## src/hw/spm_consts.svh

```systemverilog
// offsets, field positions and sizes of the serial port status bank
// assumes a 12-bit byte address on the apb port
`ifndef SPM_CONSTS_SVH
`define SPM_CONSTS_SVH
`define OFF_STATUS 12'h000
`define OFF_LINK 12'h004
`define OFF_CTRL 12'h008
`define OFF_ERR_KIND 12'h00c
`define OFF_SET_CHG 12'h010
`define OFF_UNIT_LO 12'h014
`define OFF_UNIT_HI 12'h018
`define OFF_MASTER 12'h01c
`define OFF_RX_DATA 12'h020
`define OFF_DM_BASE 12'h400
`define DM_WORDS 200
`define DM_IDX_W 8
`define DM_ERR_PORT1 8'h98
`define DM_ERR_PORT2 8'h34
`define BIT_COMM_ERR 4
`define BIT_SEND_RDY 5
`define BIT_RX_DONE 6
`define BIT_RX_OVF 7
`define BIT_RESTART 0
`define BIT_SET_CHG 2
`define MB_EXEC 0
`define MB_NORMAL 1
`define MB_ERROR 2
`define MB_PORT1_SHIFT 8
`define MODE_CODE_TERM 2'h1
`define MODE_CODE_MODBUS 2'h2
`define FIFO_WIDTH 8
`define FIFO_DEPTH 8
`endif

```

## src/hw/spm_pkg.sv

```systemverilog
// types shared by the serial port status bank and its surroundings
// assumes the constants header is included by users that need offsets
package spm_pkg;
  // one-hot port operating mode
  typedef enum logic [2:0] {
    mode_raw = 3'b001,
    mode_terminal = 3'b010,
    mode_modbus = 3'b100
  } port_mode_t;
  // one-hot restart sequencer
  typedef enum logic [1:0] {
    rs_idle = 2'b01,
    rs_busy = 2'b10
  } restart_state_t;
  // result of one master exchange, from the line engine
  typedef struct packed {
    logic done;
    logic ok;
    logic [15:0] code;
  } mb_result_t;
  // one received byte from the line engine
  typedef struct packed {
    logic valid;
    logic [7:0] data;
  } rx_byte_t;
endpackage

```

## src/hw/serial_port_status_modbus_master.sv

```systemverilog
// status/control bank of serial port two, unit settings flags and
// the two-port simple master handshake, reached over apb
// assumes a line engine beside it doing framing and timing
//
// Behaviour
// any port-two line error sets error flag
// restart request reinitialises serial port two
// settings-changing flag high during settings change
// eight error-kind flags report error type
// raw mode send-ready while port accepts data
// raw mode reception-complete flag after reception
// raw mode overflow flag on receive overflow
// terminal mode: per-terminal communicating flags
// terminal mode: priority terminal flag group
// raw mode sixteen-bit received byte count
// settings-changing flag per unit port
// execute bit sends one command, stays high
// execute bit self-clears after exchange completes
// normal flag set after successful exchange
// normal flag low while running or failed
// error sets flag and stores error code
// error flag low while normal or running
// each port owns its data_memory_area block
`timescale 1ns/1ps
`include "spm_consts.svh"

module fifo_buf #(
  parameter int WIDTH = 8,
  parameter int DEPTH = 8
) (
  // clock and reset
  input wire logic clk_i,
  input wire logic resetn_i,
  input wire logic flush_i,
  // fill side
  input wire logic in_valid_i,
  input wire logic [WIDTH-1:0] in_data_i,
  output logic in_ready_o,
  // drain side
  output logic out_valid_o,
  output logic [WIDTH-1:0] out_data_o,
  input wire logic out_ready_i
);
  localparam int AW = $clog2(DEPTH);
  logic [WIDTH-1:0] mem [DEPTH];
  logic [AW-1:0] wr_ptr;
  logic [AW-1:0] rd_ptr;
  logic [AW:0] count;
  logic push;
  logic pop;

  assign in_ready_o = (count != (AW+1)'(DEPTH));
  assign out_valid_o = (count != '0);
  assign out_data_o = mem[rd_ptr];
  assign push = in_valid_i && in_ready_o;
  assign pop = out_valid_o && out_ready_i;

  // storage has no reset; only the pointers and the count carry state
  always_ff @(posedge clk_i) begin
    if (push) begin
      mem[wr_ptr] <= in_data_i;
    end
  end

  // pointers wrap at depth; depth is a power of two here
  always_ff @(posedge clk_i or negedge resetn_i) begin
    if (!resetn_i) begin
      wr_ptr <= '0;
      rd_ptr <= '0;
      count <= '0;
    end else if (flush_i) begin
      wr_ptr <= '0;
      rd_ptr <= '0;
      count <= '0;
    end else begin
      if (push) begin
        wr_ptr <= wr_ptr + AW'(1);
      end
      if (pop) begin
        rd_ptr <= rd_ptr + AW'(1);
      end
      count <= count + (AW+1)'(push) - (AW+1)'(pop);
    end
  end
endmodule

module serial_port_status_modbus_master (
  // clock and reset
  input wire logic ref_clk_i,
  input wire logic resetn_i,
  // apb slave
  input wire logic psel_i,
  input wire logic penable_i,
  input wire logic pwrite_i,
  input wire logic [11:0] paddr_i,
  input wire logic [31:0] pwdata_i,
  output logic [31:0] prdata_o,
  output logic pready_o,
  output logic pslverr_o,
  // port two line engine
  input wire logic line_error_i,
  input wire logic [7:0] error_kind_i,
  input wire logic tx_ready_i,
  input wire logic rx_start_i,
  input wire logic rx_end_i,
  input wire spm_pkg::rx_byte_t rx_byte_i,
  output logic rx_ready_o,
  input wire logic [7:0] terminal_active_i,
  input wire logic [7:0] terminal_priority_i,
  output spm_pkg::port_mode_t port_mode_o,
  output logic restart_o,
  input wire logic restart_done_i,
  output logic settings_change_o,
  input wire logic settings_done_i,
  // communications unit ports, bit = unit*4 + port-1
  input wire logic [63:0] unit_change_start_i,
  input wire logic [63:0] unit_change_done_i,
  // master engines, index 0 = port one, 1 = port two
  output logic [1:0] mb_start_o,
  input wire spm_pkg::mb_result_t [1:0] mb_result_i
);
  import spm_pkg::*;

  port_mode_t mode;
  restart_state_t rs_state;
  logic comm_err;
  logic send_rdy;
  logic rx_done;
  logic rx_ovf;
  logic [15:0] rx_count;
  logic [7:0] term_act;
  logic [7:0] term_prio;
  logic [7:0] err_kind;
  logic set_chg;
  logic [63:0] unit_chg;
  logic [1:0] exec;
  logic [1:0] normal;
  logic [1:0] mb_err;
  logic [15:0] dm [`DM_WORDS];
  logic setup;
  logic wr;
  logic rd_pop;
  logic raw;
  logic restart_req;
  logic [1:0] start_req;
  logic [11:0] dm_off;
  logic [`DM_IDX_W-1:0] dm_idx;
  logic dm_hit;
  logic [31:0] next_rdata;
  logic next_err;
  logic fifo_valid;
  logic [7:0] fifo_data;
  logic rx_take;

  // decode; writes land on the access edge, reads are captured at setup
  assign setup = psel_i && !penable_i;
  assign wr = psel_i && penable_i && pwrite_i;
  assign rd_pop = psel_i && penable_i && !pwrite_i
    && (paddr_i == `OFF_RX_DATA);
  assign pready_o = 1'b1;
  assign raw = (mode == mode_raw);
  assign restart_req = wr && (paddr_i == `OFF_CTRL)
    && pwdata_i[`BIT_RESTART];
  assign dm_off = paddr_i - `OFF_DM_BASE;
  assign dm_idx = dm_off[`DM_IDX_W+1:2];
  assign dm_hit = (paddr_i >= `OFF_DM_BASE)
    && (dm_off[11:2] < 10'(`DM_WORDS));
  assign start_req[0] = wr && (paddr_i == `OFF_MASTER)
    && pwdata_i[`MB_PORT1_SHIFT + `MB_EXEC];
  assign start_req[1] = wr && (paddr_i == `OFF_MASTER)
    && pwdata_i[`MB_EXEC];
  assign port_mode_o = mode;
  assign restart_o = (rs_state == rs_busy);
  assign settings_change_o = set_chg;
  assign rx_take = rx_byte_i.valid && rx_ready_o;

  // receive buffer; a full buffer stalls the line engine
  fifo_buf #(
    .WIDTH(`FIFO_WIDTH),
    .DEPTH(`FIFO_DEPTH)
  ) u_rx_fifo (
    .clk_i(ref_clk_i),
    .resetn_i(resetn_i),
    .flush_i(restart_o),
    .in_valid_i(rx_byte_i.valid && raw),
    .in_data_i(rx_byte_i.data),
    .in_ready_o(rx_ready_o),
    .out_valid_o(fifo_valid),
    .out_data_o(fifo_data),
    .out_ready_i(rd_pop)
  );

  // read mux; link word is shared by the count and the terminal flags
  always_comb begin
    next_rdata = 32'h0;
    next_err = 1'b0;
    case (paddr_i)
      `OFF_STATUS: begin
        next_rdata[`BIT_COMM_ERR] = comm_err;
        next_rdata[`BIT_SEND_RDY] = send_rdy;
        next_rdata[`BIT_RX_DONE] = rx_done;
        next_rdata[`BIT_RX_OVF] = rx_ovf;
      end
      `OFF_LINK: begin
        next_rdata[15:0] = raw ? rx_count : {term_prio, term_act};
      end
      `OFF_CTRL: begin
        next_rdata[`BIT_RESTART] = restart_o;
        next_rdata[2:1] = (mode == mode_terminal) ? `MODE_CODE_TERM
          : (mode == mode_modbus) ? `MODE_CODE_MODBUS : 2'h0;
      end
      `OFF_ERR_KIND: next_rdata[7:0] = err_kind;
      `OFF_SET_CHG: next_rdata[`BIT_SET_CHG] = set_chg;
      `OFF_UNIT_LO: next_rdata = unit_chg[31:0];
      `OFF_UNIT_HI: next_rdata = unit_chg[63:32];
      `OFF_MASTER: begin
        next_rdata[2:0] = {mb_err[1], normal[1], exec[1]};
        next_rdata[10:8] = {mb_err[0], normal[0], exec[0]};
      end
      `OFF_RX_DATA: next_rdata[8:0] = {fifo_valid, fifo_data};
      default: begin
        if (dm_hit) begin
          next_rdata[15:0] = dm[dm_idx];
        end else begin
          next_err = 1'b1;
        end
      end
    endcase
  end

  // answer registered at setup so the access phase sees flip-flops
  always_ff @(posedge ref_clk_i or negedge resetn_i) begin
    if (!resetn_i) begin
      prdata_o <= 32'h0;
      pslverr_o <= 1'b0;
    end else if (setup) begin
      prdata_o <= pwrite_i ? 32'h0 : next_rdata;
      pslverr_o <= next_err;
    end
  end

  // mode field and restart sequencer
  always_ff @(posedge ref_clk_i or negedge resetn_i) begin
    if (!resetn_i) begin
      mode <= mode_raw;
      rs_state <= rs_idle;
    end else begin
      if (wr && paddr_i == `OFF_CTRL) begin
        case (pwdata_i[2:1])
          `MODE_CODE_TERM: mode <= mode_terminal;
          `MODE_CODE_MODBUS: mode <= mode_modbus;
          default: mode <= mode_raw;
        endcase
      end
      case (rs_state)
        rs_idle: if (restart_req) rs_state <= rs_busy;
        rs_busy: if (restart_done_i) rs_state <= rs_idle;
        default: rs_state <= rs_idle;
      endcase
    end
  end

  // error flags; an event in the restart cycle still sets the flag
  always_ff @(posedge ref_clk_i or negedge resetn_i) begin
    if (!resetn_i) begin
      comm_err <= 1'b0;
      err_kind <= 8'h0;
    end else begin
      if (line_error_i) begin
        comm_err <= 1'b1;
      end else if (restart_o) begin
        comm_err <= 1'b0;
      end
      if (wr && paddr_i == `OFF_ERR_KIND) begin
        err_kind <= pwdata_i[7:0] | error_kind_i;
      end else if (restart_o) begin
        err_kind <= error_kind_i;
      end else begin
        err_kind <= err_kind | error_kind_i;
      end
    end
  end

  // raw-mode receive status and byte count
  always_ff @(posedge ref_clk_i or negedge resetn_i) begin
    if (!resetn_i) begin
      send_rdy <= 1'b0;
      rx_done <= 1'b0;
      rx_ovf <= 1'b0;
      rx_count <= 16'h0;
    end else begin
      send_rdy <= raw && tx_ready_i && !restart_o;
      if (raw && rx_end_i) begin
        rx_done <= 1'b1;
      end else if (restart_o || rx_start_i || !raw) begin
        rx_done <= 1'b0;
      end
      // a byte offered while the buffer is full counts as overflow
      if (raw && rx_byte_i.valid && !rx_ready_o) begin
        rx_ovf <= 1'b1;
      end else if (restart_o || rx_start_i || !raw) begin
        rx_ovf <= 1'b0;
      end
      if (restart_o || rx_start_i || !raw) begin
        rx_count <= 16'h0;
      end else if (rx_take) begin
        rx_count <= rx_count + 16'h0001;
      end
    end
  end

  // terminal flags follow the engine only in terminal mode
  always_ff @(posedge ref_clk_i or negedge resetn_i) begin
    if (!resetn_i) begin
      term_act <= 8'h0;
      term_prio <= 8'h0;
    end else if (mode == mode_terminal) begin
      term_act <= terminal_active_i;
      term_prio <= terminal_priority_i;
    end else begin
      term_act <= 8'h0;
      term_prio <= 8'h0;
    end
  end

  // settings-changing flags: software or unit starts, engine or unit ends
  always_ff @(posedge ref_clk_i or negedge resetn_i) begin
    if (!resetn_i) begin
      set_chg <= 1'b0;
      unit_chg <= 64'h0;
    end else begin
      if (wr && paddr_i == `OFF_SET_CHG && pwdata_i[`BIT_SET_CHG]) begin
        set_chg <= 1'b1;
      end else if (settings_done_i) begin
        set_chg <= 1'b0;
      end
      if (wr && paddr_i == `OFF_UNIT_LO) begin
        unit_chg[31:0] <= pwdata_i | unit_change_start_i[31:0];
      end else begin
        unit_chg[31:0] <= (unit_chg[31:0] & ~unit_change_done_i[31:0])
          | unit_change_start_i[31:0];
      end
      if (wr && paddr_i == `OFF_UNIT_HI) begin
        unit_chg[63:32] <= pwdata_i | unit_change_start_i[63:32];
      end else begin
        unit_chg[63:32] <= (unit_chg[63:32] & ~unit_change_done_i[63:32])
          | unit_change_start_i[63:32];
      end
    end
  end

  // master handshake per port; a start while busy is ignored
  always_ff @(posedge ref_clk_i or negedge resetn_i) begin
    if (!resetn_i) begin
      exec <= 2'b00;
      normal <= 2'b00;
      mb_err <= 2'b00;
      mb_start_o <= 2'b00;
    end else begin
      for (int p = 0; p < 2; p++) begin
        mb_start_o[p] <= 1'b0;
        if (start_req[p] && !exec[p]) begin
          exec[p] <= 1'b1;
          normal[p] <= 1'b0;
          mb_err[p] <= 1'b0;
          mb_start_o[p] <= 1'b1;
        end else if (exec[p] && mb_result_i[p].done) begin
          exec[p] <= 1'b0;
          normal[p] <= mb_result_i[p].ok;
          mb_err[p] <= !mb_result_i[p].ok;
        end
      end
    end
  end

  // data_memory_area: word 0 is the first word of the port two block;
  // a failing exchange overrides a software write in the same cycle
  always_ff @(posedge ref_clk_i) begin
    if (wr && dm_hit) begin
      dm[dm_idx] <= pwdata_i[15:0];
    end
    // both ports may fail in one cycle; neither code may be lost
    if (exec[0] && mb_result_i[0].done && !mb_result_i[0].ok) begin
      dm[`DM_ERR_PORT1] <= mb_result_i[0].code;
    end
    if (exec[1] && mb_result_i[1].done && !mb_result_i[1].ok) begin
      dm[`DM_ERR_PORT2] <= mb_result_i[1].code;
    end
  end

  // checks
  property p_comm_err;
    @(posedge ref_clk_i) disable iff (!resetn_i)
    line_error_i |=> comm_err;
  endproperty
  a_comm_err: assert property (p_comm_err)
    else $error("line error did not set error flag");

  property p_restart;
    @(posedge ref_clk_i) disable iff (!resetn_i)
    (restart_req && !restart_o) |=> restart_o throughout
      (!restart_done_i [*1] or restart_done_i [*1]);
  endproperty
  a_restart: assert property (p_restart)
    else $error("restart request not acted on");

  property p_set_chg;
    @(posedge ref_clk_i) disable iff (!resetn_i)
    (set_chg && !settings_done_i) |=> set_chg;
  endproperty
  a_set_chg: assert property (p_set_chg)
    else $error("settings flag dropped during change");

  property p_overflow;
    @(posedge ref_clk_i) disable iff (!resetn_i)
    (raw && rx_byte_i.valid && !rx_ready_o) |=> rx_ovf;
  endproperty
  a_overflow: assert property (p_overflow)
    else $error("overflow not flagged");

  property p_count;
    @(posedge ref_clk_i) disable iff (!resetn_i)
    (raw && rx_take && !restart_o && !rx_start_i)
      |=> rx_count == $past(rx_count) + 16'h0001;
  endproperty
  a_count: assert property (p_count)
    else $error("byte count did not advance by one");

  property p_start;
    @(posedge ref_clk_i) disable iff (!resetn_i)
    (start_req[1] && !exec[1]) |=> mb_start_o[1] && exec[1]
      ##1 !mb_start_o[1];
  endproperty
  a_start: assert property (p_start)
    else $error("execute did not launch one command");

  property p_done_ok;
    @(posedge ref_clk_i) disable iff (!resetn_i)
    (exec[0] && mb_result_i[0].done && mb_result_i[0].ok)
      |=> !exec[0] && normal[0] && !mb_err[0];
  endproperty
  a_done_ok: assert property (p_done_ok)
    else $error("good exchange not reported normal");

  property p_busy_flags;
    @(posedge ref_clk_i) disable iff (!resetn_i)
    exec != 2'b00 |-> (normal & exec) == 2'b00 && (mb_err & exec) == 2'b00;
  endproperty
  a_busy_flags: assert property (p_busy_flags)
    else $error("result flag high while executing");

  property p_done_err;
    @(posedge ref_clk_i) disable iff (!resetn_i)
    (exec[1] && mb_result_i[1].done && !mb_result_i[1].ok)
      |=> !exec[1] && mb_err[1] && !normal[1]
      && dm[`DM_ERR_PORT2] == $past(mb_result_i[1].code);
  endproperty
  a_done_err: assert property (p_done_err)
    else $error("failed exchange not reported");

  c_ok: cover property (@(posedge ref_clk_i) disable iff (!resetn_i)
    exec[0] ##[1:20] normal[0]);
  c_err: cover property (@(posedge ref_clk_i) disable iff (!resetn_i)
    exec[1] ##[1:20] mb_err[1]);
  c_full: cover property (@(posedge ref_clk_i) disable iff (!resetn_i)
    raw && !rx_ready_o);
  c_restart: cover property (@(posedge ref_clk_i) disable iff (!resetn_i)
    restart_o ##1 !restart_o);
endmodule

```

## config.mk

```make
export PLATFORM = sky130hd
export DESIGN_NAME = serial_port_status_modbus_master
export DESIGN_NICKNAME = d
export VERILOG_FILES = /design/src/hw/spm_pkg.sv /design/src/hw/serial_port_status_modbus_master.sv
export VERILOG_INCLUDE_DIRS = /design/src /design/src/hw
export SDC_FILE = /design/constraint.sdc
export NUM_CORES = 2
export LEC_CHECK = 0
export ABC_CLOCK_PERIOD_IN_PS = 2400
export BUFFER_PORTS_ARGS = -buffer_cell sky130_fd_sc_hd__buf_2
export CAP_MARGIN = 20
export CORE_MARGIN = 5
export CORE_UTILIZATION = 52
export DETAILED_ROUTE_END_ITERATION = 10
export PLACE_DENSITY = 0.76
export SETUP_SLACK_MARGIN = 0.5
export SLEW_MARGIN = 10
export SYNTH_ARGS = -nofsm -noshare
export SYNTH_HDL_FRONTEND = slang
export SYNTH_SLANG_ARGS = --single-unit
```

## constraint.sdc

```tcl
create_clock -name ref_clk_i -period 2.4 [get_ports ref_clk_i]
set_clock_uncertainty 0.15 [all_clocks]
set_input_delay 0.6 -clock ref_clk_i [delete_from_list [all_inputs] [get_ports ref_clk_i]]
set_output_delay 0.6 -clock ref_clk_i [all_outputs]
set_load 0.1 [all_outputs]
```

==> flow_summary_export.csv <==
group,metric,value,unit
setup_path,rrSetupSlack,-0.46,ns
timing,setup_viol,721,
setup_path,cp_data_required_time,3.10,ns
placed_design,port-buffer-count,292,
setup_path,crit_cells,7,
global_route,grt_pass1_vias,79539,
yosys,synth_most_common_cell,"edfxtp_1",
yosys,synthDistinctLibCells,82,
cts,cts_root_buf,"clkbuf_16",
final_layout,fillers,15315,
yosys,avgSynthCellArea,20.6,um2
setup_path,startpoint,"dm[170][14]",
route,via_per_inst,6.61,
setup_path,cpMostUsedCell,"mux4_2",
cts,cts_sinks,3429,
placed_design,dp_hpwl,273,mm
yosys,synthesis.area,134000,um2
route,first_pass_iters,8,
route,drt-total-wl,429,mm
timing,report.final.slew_viol_count,0,
cts,cts_tree,"done",
floorplan,ios,294,
timing,setup_slack,-0.464,ns
yosys,synth-async-reset-ratio,4.81,%
timing,max_freq,349,MHz
floorplan,die_x,518,um
global_route,grt_max_degree,136,
yosys,syn_nets,6787,
route,drc,0,
power_and_ir_drop,leakagePower,56.9,nW
timing,rsz0062_at_grt,"yes",
yosys,yosys.area.top_type,"edfxtp_1",
power_and_ir_drop,ir_drop,0.629,mV
cts,clk_pin_slew,0.07,ns
final_layout,fin_nets,8587,
run_status,status,"finished, violations left",
yosys,ys_warn_count,0,
final_layout,areaGrowthSynthToFinish,26.7,%
setup_path,cp_max_fo,1,
placed_design,gp_congestion,0.971,
min_path,hold_class,"input port to asynchronous set/reset pin",
run_status,violations,"setup timing",
route,vias,79072,
setup_path,crit_path_end,"prdata_o[14]",
yosys,synthFlopType,"edfxtp_1",
floorplan,initial_utilization,52.2,%
yosys,synth_top_area_share,73.1,%
final_layout,drive_above_1_share,38.1,%
timing,hold_slack,0.0649,ns
power_and_ir_drop,p_per_area,745,nW/um2
setup_path,r2r-start,"dm[170][14]",
setup_path,end_kind,"register",
setup_path,cpMaxStageDelayCell,"mux4_2",
timing,min_period_over_period,119,%
setup_path,path_delay_family,"multiplexers",
floorplan,dieHeight,518,um
setup_path,startpoint_type,"register",
floorplan,row_count,186,
setup_path,crit_buf_inv,1,
yosys,yosys-top-cells-area,"edfxtp_1, mux4_2, dfrtp_1, mux2i_1, nor2_1",
setup_path,cp_slowest_stage_delay,0.61,ns
global_route,track_usage,31.2,%
yosys,synth_common_cells,"edfxtp_1, mux4_2, nor2_1",
route,final_antenna_net_count,0,
yosys,yosys_register_bits,3429,
cts,h-tree-depth,5,
floorplan,die_area,268000,um2
global_route,grt_pass1_wl,597,mm
timing,hold_viol_final,0,
global_route,antenna_found_initial,20,
setup_path,path_class,"register to register",
yosys,synth-seq-area-share,76.1,%
yosys,synth_edf_count,3264,
timing,layout_min_cycle_time,2.86,ns
route,drt-initial-drc-count,12497,
global_route,grt.overflow.total,0,
route,wl_per_cell,35.9,um
cts,ctsLongestPathBuffers,4,
yosys,netlist_instances,6523,
cts,insertion_delay,0.99,ns
floorplan,coreArea,257000,um2
setup_path,reg2reg_depth,7,
setup_path,crit_chain,"mux4_2 > mux4_2 > nor2b_4 > a2111oi_4 > buf_4 > and4b_2 > o21ai_2",
timing,worst_pin_slew,1.11,ns
setup_path,reg2reg_to,"prdata_o[14]",
setup_path,arrival,3.57,ns
cts,numCtsBuffers,345,
job,drv_cap,0,
timing,slew_headroom,25.0,%
final_layout,fin_util,66.2,%
-- logic make-up (layout without fill, tap and decap cells) --
family | count (synthesis) | count (layout) | share of synthesized area [%]
adders and majority gates | 12 | 12 | 0.118
other | 1 | 18 | 0.00280
and+or+nand+nor | 937 | 937 | 3.38
xor gates and xnor gates | 18 | 18 | 0.118
buffers and inverters | 396 | 2442 | 1.60
muxes | 1103 | 1103 | 15.3
DFF | 3429 | 3429 | 76.1
AOI/OAI and AO/OA | 627 | 627 | 3.34
-- registers in the layout, indices dropped and copies added, names as in the netlist, 2 cells and up --
register          cells
u_rx_fifo.wr_ptr      3
mb_err                2
rx_count             16
u_rx_fifo.rd_ptr      3
u_rx_fifo.mem        64
term_prio             8
err_kind              8
rs_state              2
dm                 3200
unit_chg             64
mb_start_o            2
u_rx_fifo.count       4
port_mode_o           3
exec                  2
term_act              8
prdata_o             32
normal                2
-- per-stage QoR --
stage               setup TNS, ns  setup slack (ns)  instance area, um2  instances  power [mW]
floorplan                -2219.00            -0.972              135000       6523        70.2
global placement         -2980.82             -2.06              152000      10996        74.4
detailed placement       -3214.14             -1.90              152000      10997        74.6
CTS                         -5.42            -0.506              168000      11884         126
global route               -16.84            -0.484              170000      11959         130
finish                     -27.39            -0.464              170000      11970         127
-- cells in the final DEF, fill, tap and decap left out, types with 21 or more instances in the layout --
| cell type | count |
|---|---|
| mux4_2 | 752 |
| and2_1 | 21 |
| a22oi_1 | 107 |
| buf_12 | 406 |
| clkbuf_16 | 368 |
| clkinv_1 | 66 |
| buf_4 | 793 |
| clkbuf_1 | 64 |
| nand3_1 | 51 |
| clkinv_2 | 60 |
| nand2_1 | 227 |
| nor2_4 | 151 |
| nor2_1 | 160 |
| buf_2 | 228 |
| bufinv_16 | 26 |
| o211ai_1 | 21 |
| a211o_1 | 72 |
| nor3_1 | 22 |
| a21oi_1 | 58 |
| dfrtp_1 | 146 |
| a211oi_1 | 33 |
| nor3b_1 | 62 |
| o22ai_1 | 46 |
| nor2_2 | 25 |
| o21ai_0 | 44 |
| dlygate4sd3_1 | 235 |
| edfxtp_1 | 3264 |
| o21ai_1 | 36 |
| buf_6 | 112 |
| nor2b_1 | 31 |
| mux2i_1 | 285 |
| a221oi_1 | 28 |
-- timing repair --
action | 4_1_cts | 5_1_grt
hold buffers | 235 | 0
pin swaps | 82 | 47
endpoints found under the hold margin | 604 | 0
setup buffers | 45 | 47
gates resized for setup | 519 | 220
endpoints found under the setup margin | 3454 | 3476
cloned | 14 | 21
-- worst register-to-register path, delay by kind of cell (launching register included) --
kind,cells,cell delay (ns)
multiplexers,2,1.15
AND/OR/NAND/NOR,2,0.48
flip-flops,1,0.40
AO/OA/AOI/OAI,2,0.38
buffers and inverters,1,0.18
-- report_power, final --
part	internal (mW)	switching, mW	leakage [nW]
registers	65.6	0.116	31.3
logic	3.65	5.23	20.4
clock network	29.7	22.4	5.22
total	98.9	27.7	56.9
-- metal layers --
metal	GRT usage (%)	vias up	wire length, um
met5	0	-	78
met4	17.1	12	29500
met3	9.07	1313	59900
met2	48.1	6658	200000
met1	40.4	40306	140000
li1	-	30783	-
-- how the worst min path moves through the flow --
| stage | startpoint | end | slack (ns) |
|---|---|---|---|
| final | resetn_i | unit_chg[43] | 0.06 |
| after global routing | pwdata_i[8] | dm[84][8] | 0.03 |
| after CTS | resetn_i | unit_chg[15] | 0.005 |
| after detailed placement | comm_err | comm_err | 0.32 |
| after global placement | prdata_o[25] | prdata_o[25] | 0.32 |
| after floorplan | resetn_i | comm_err | 0.15 |
-- cell type report --
type,count,area (um2),area share [%]
well taps,3384,4230,2.49
diodes,17,42.5,0.0250
multi-input cells,2698,32700,19.2
flip-flops and latches,3429,102000,60.1
clock inverters,174,1570,0.925
clock buffers,419,9090,5.35
inverters,20,80.1,0.0471
repair buffers,1829,20100,11.8
Note: power is estimated with default switching activity, not from simulation.
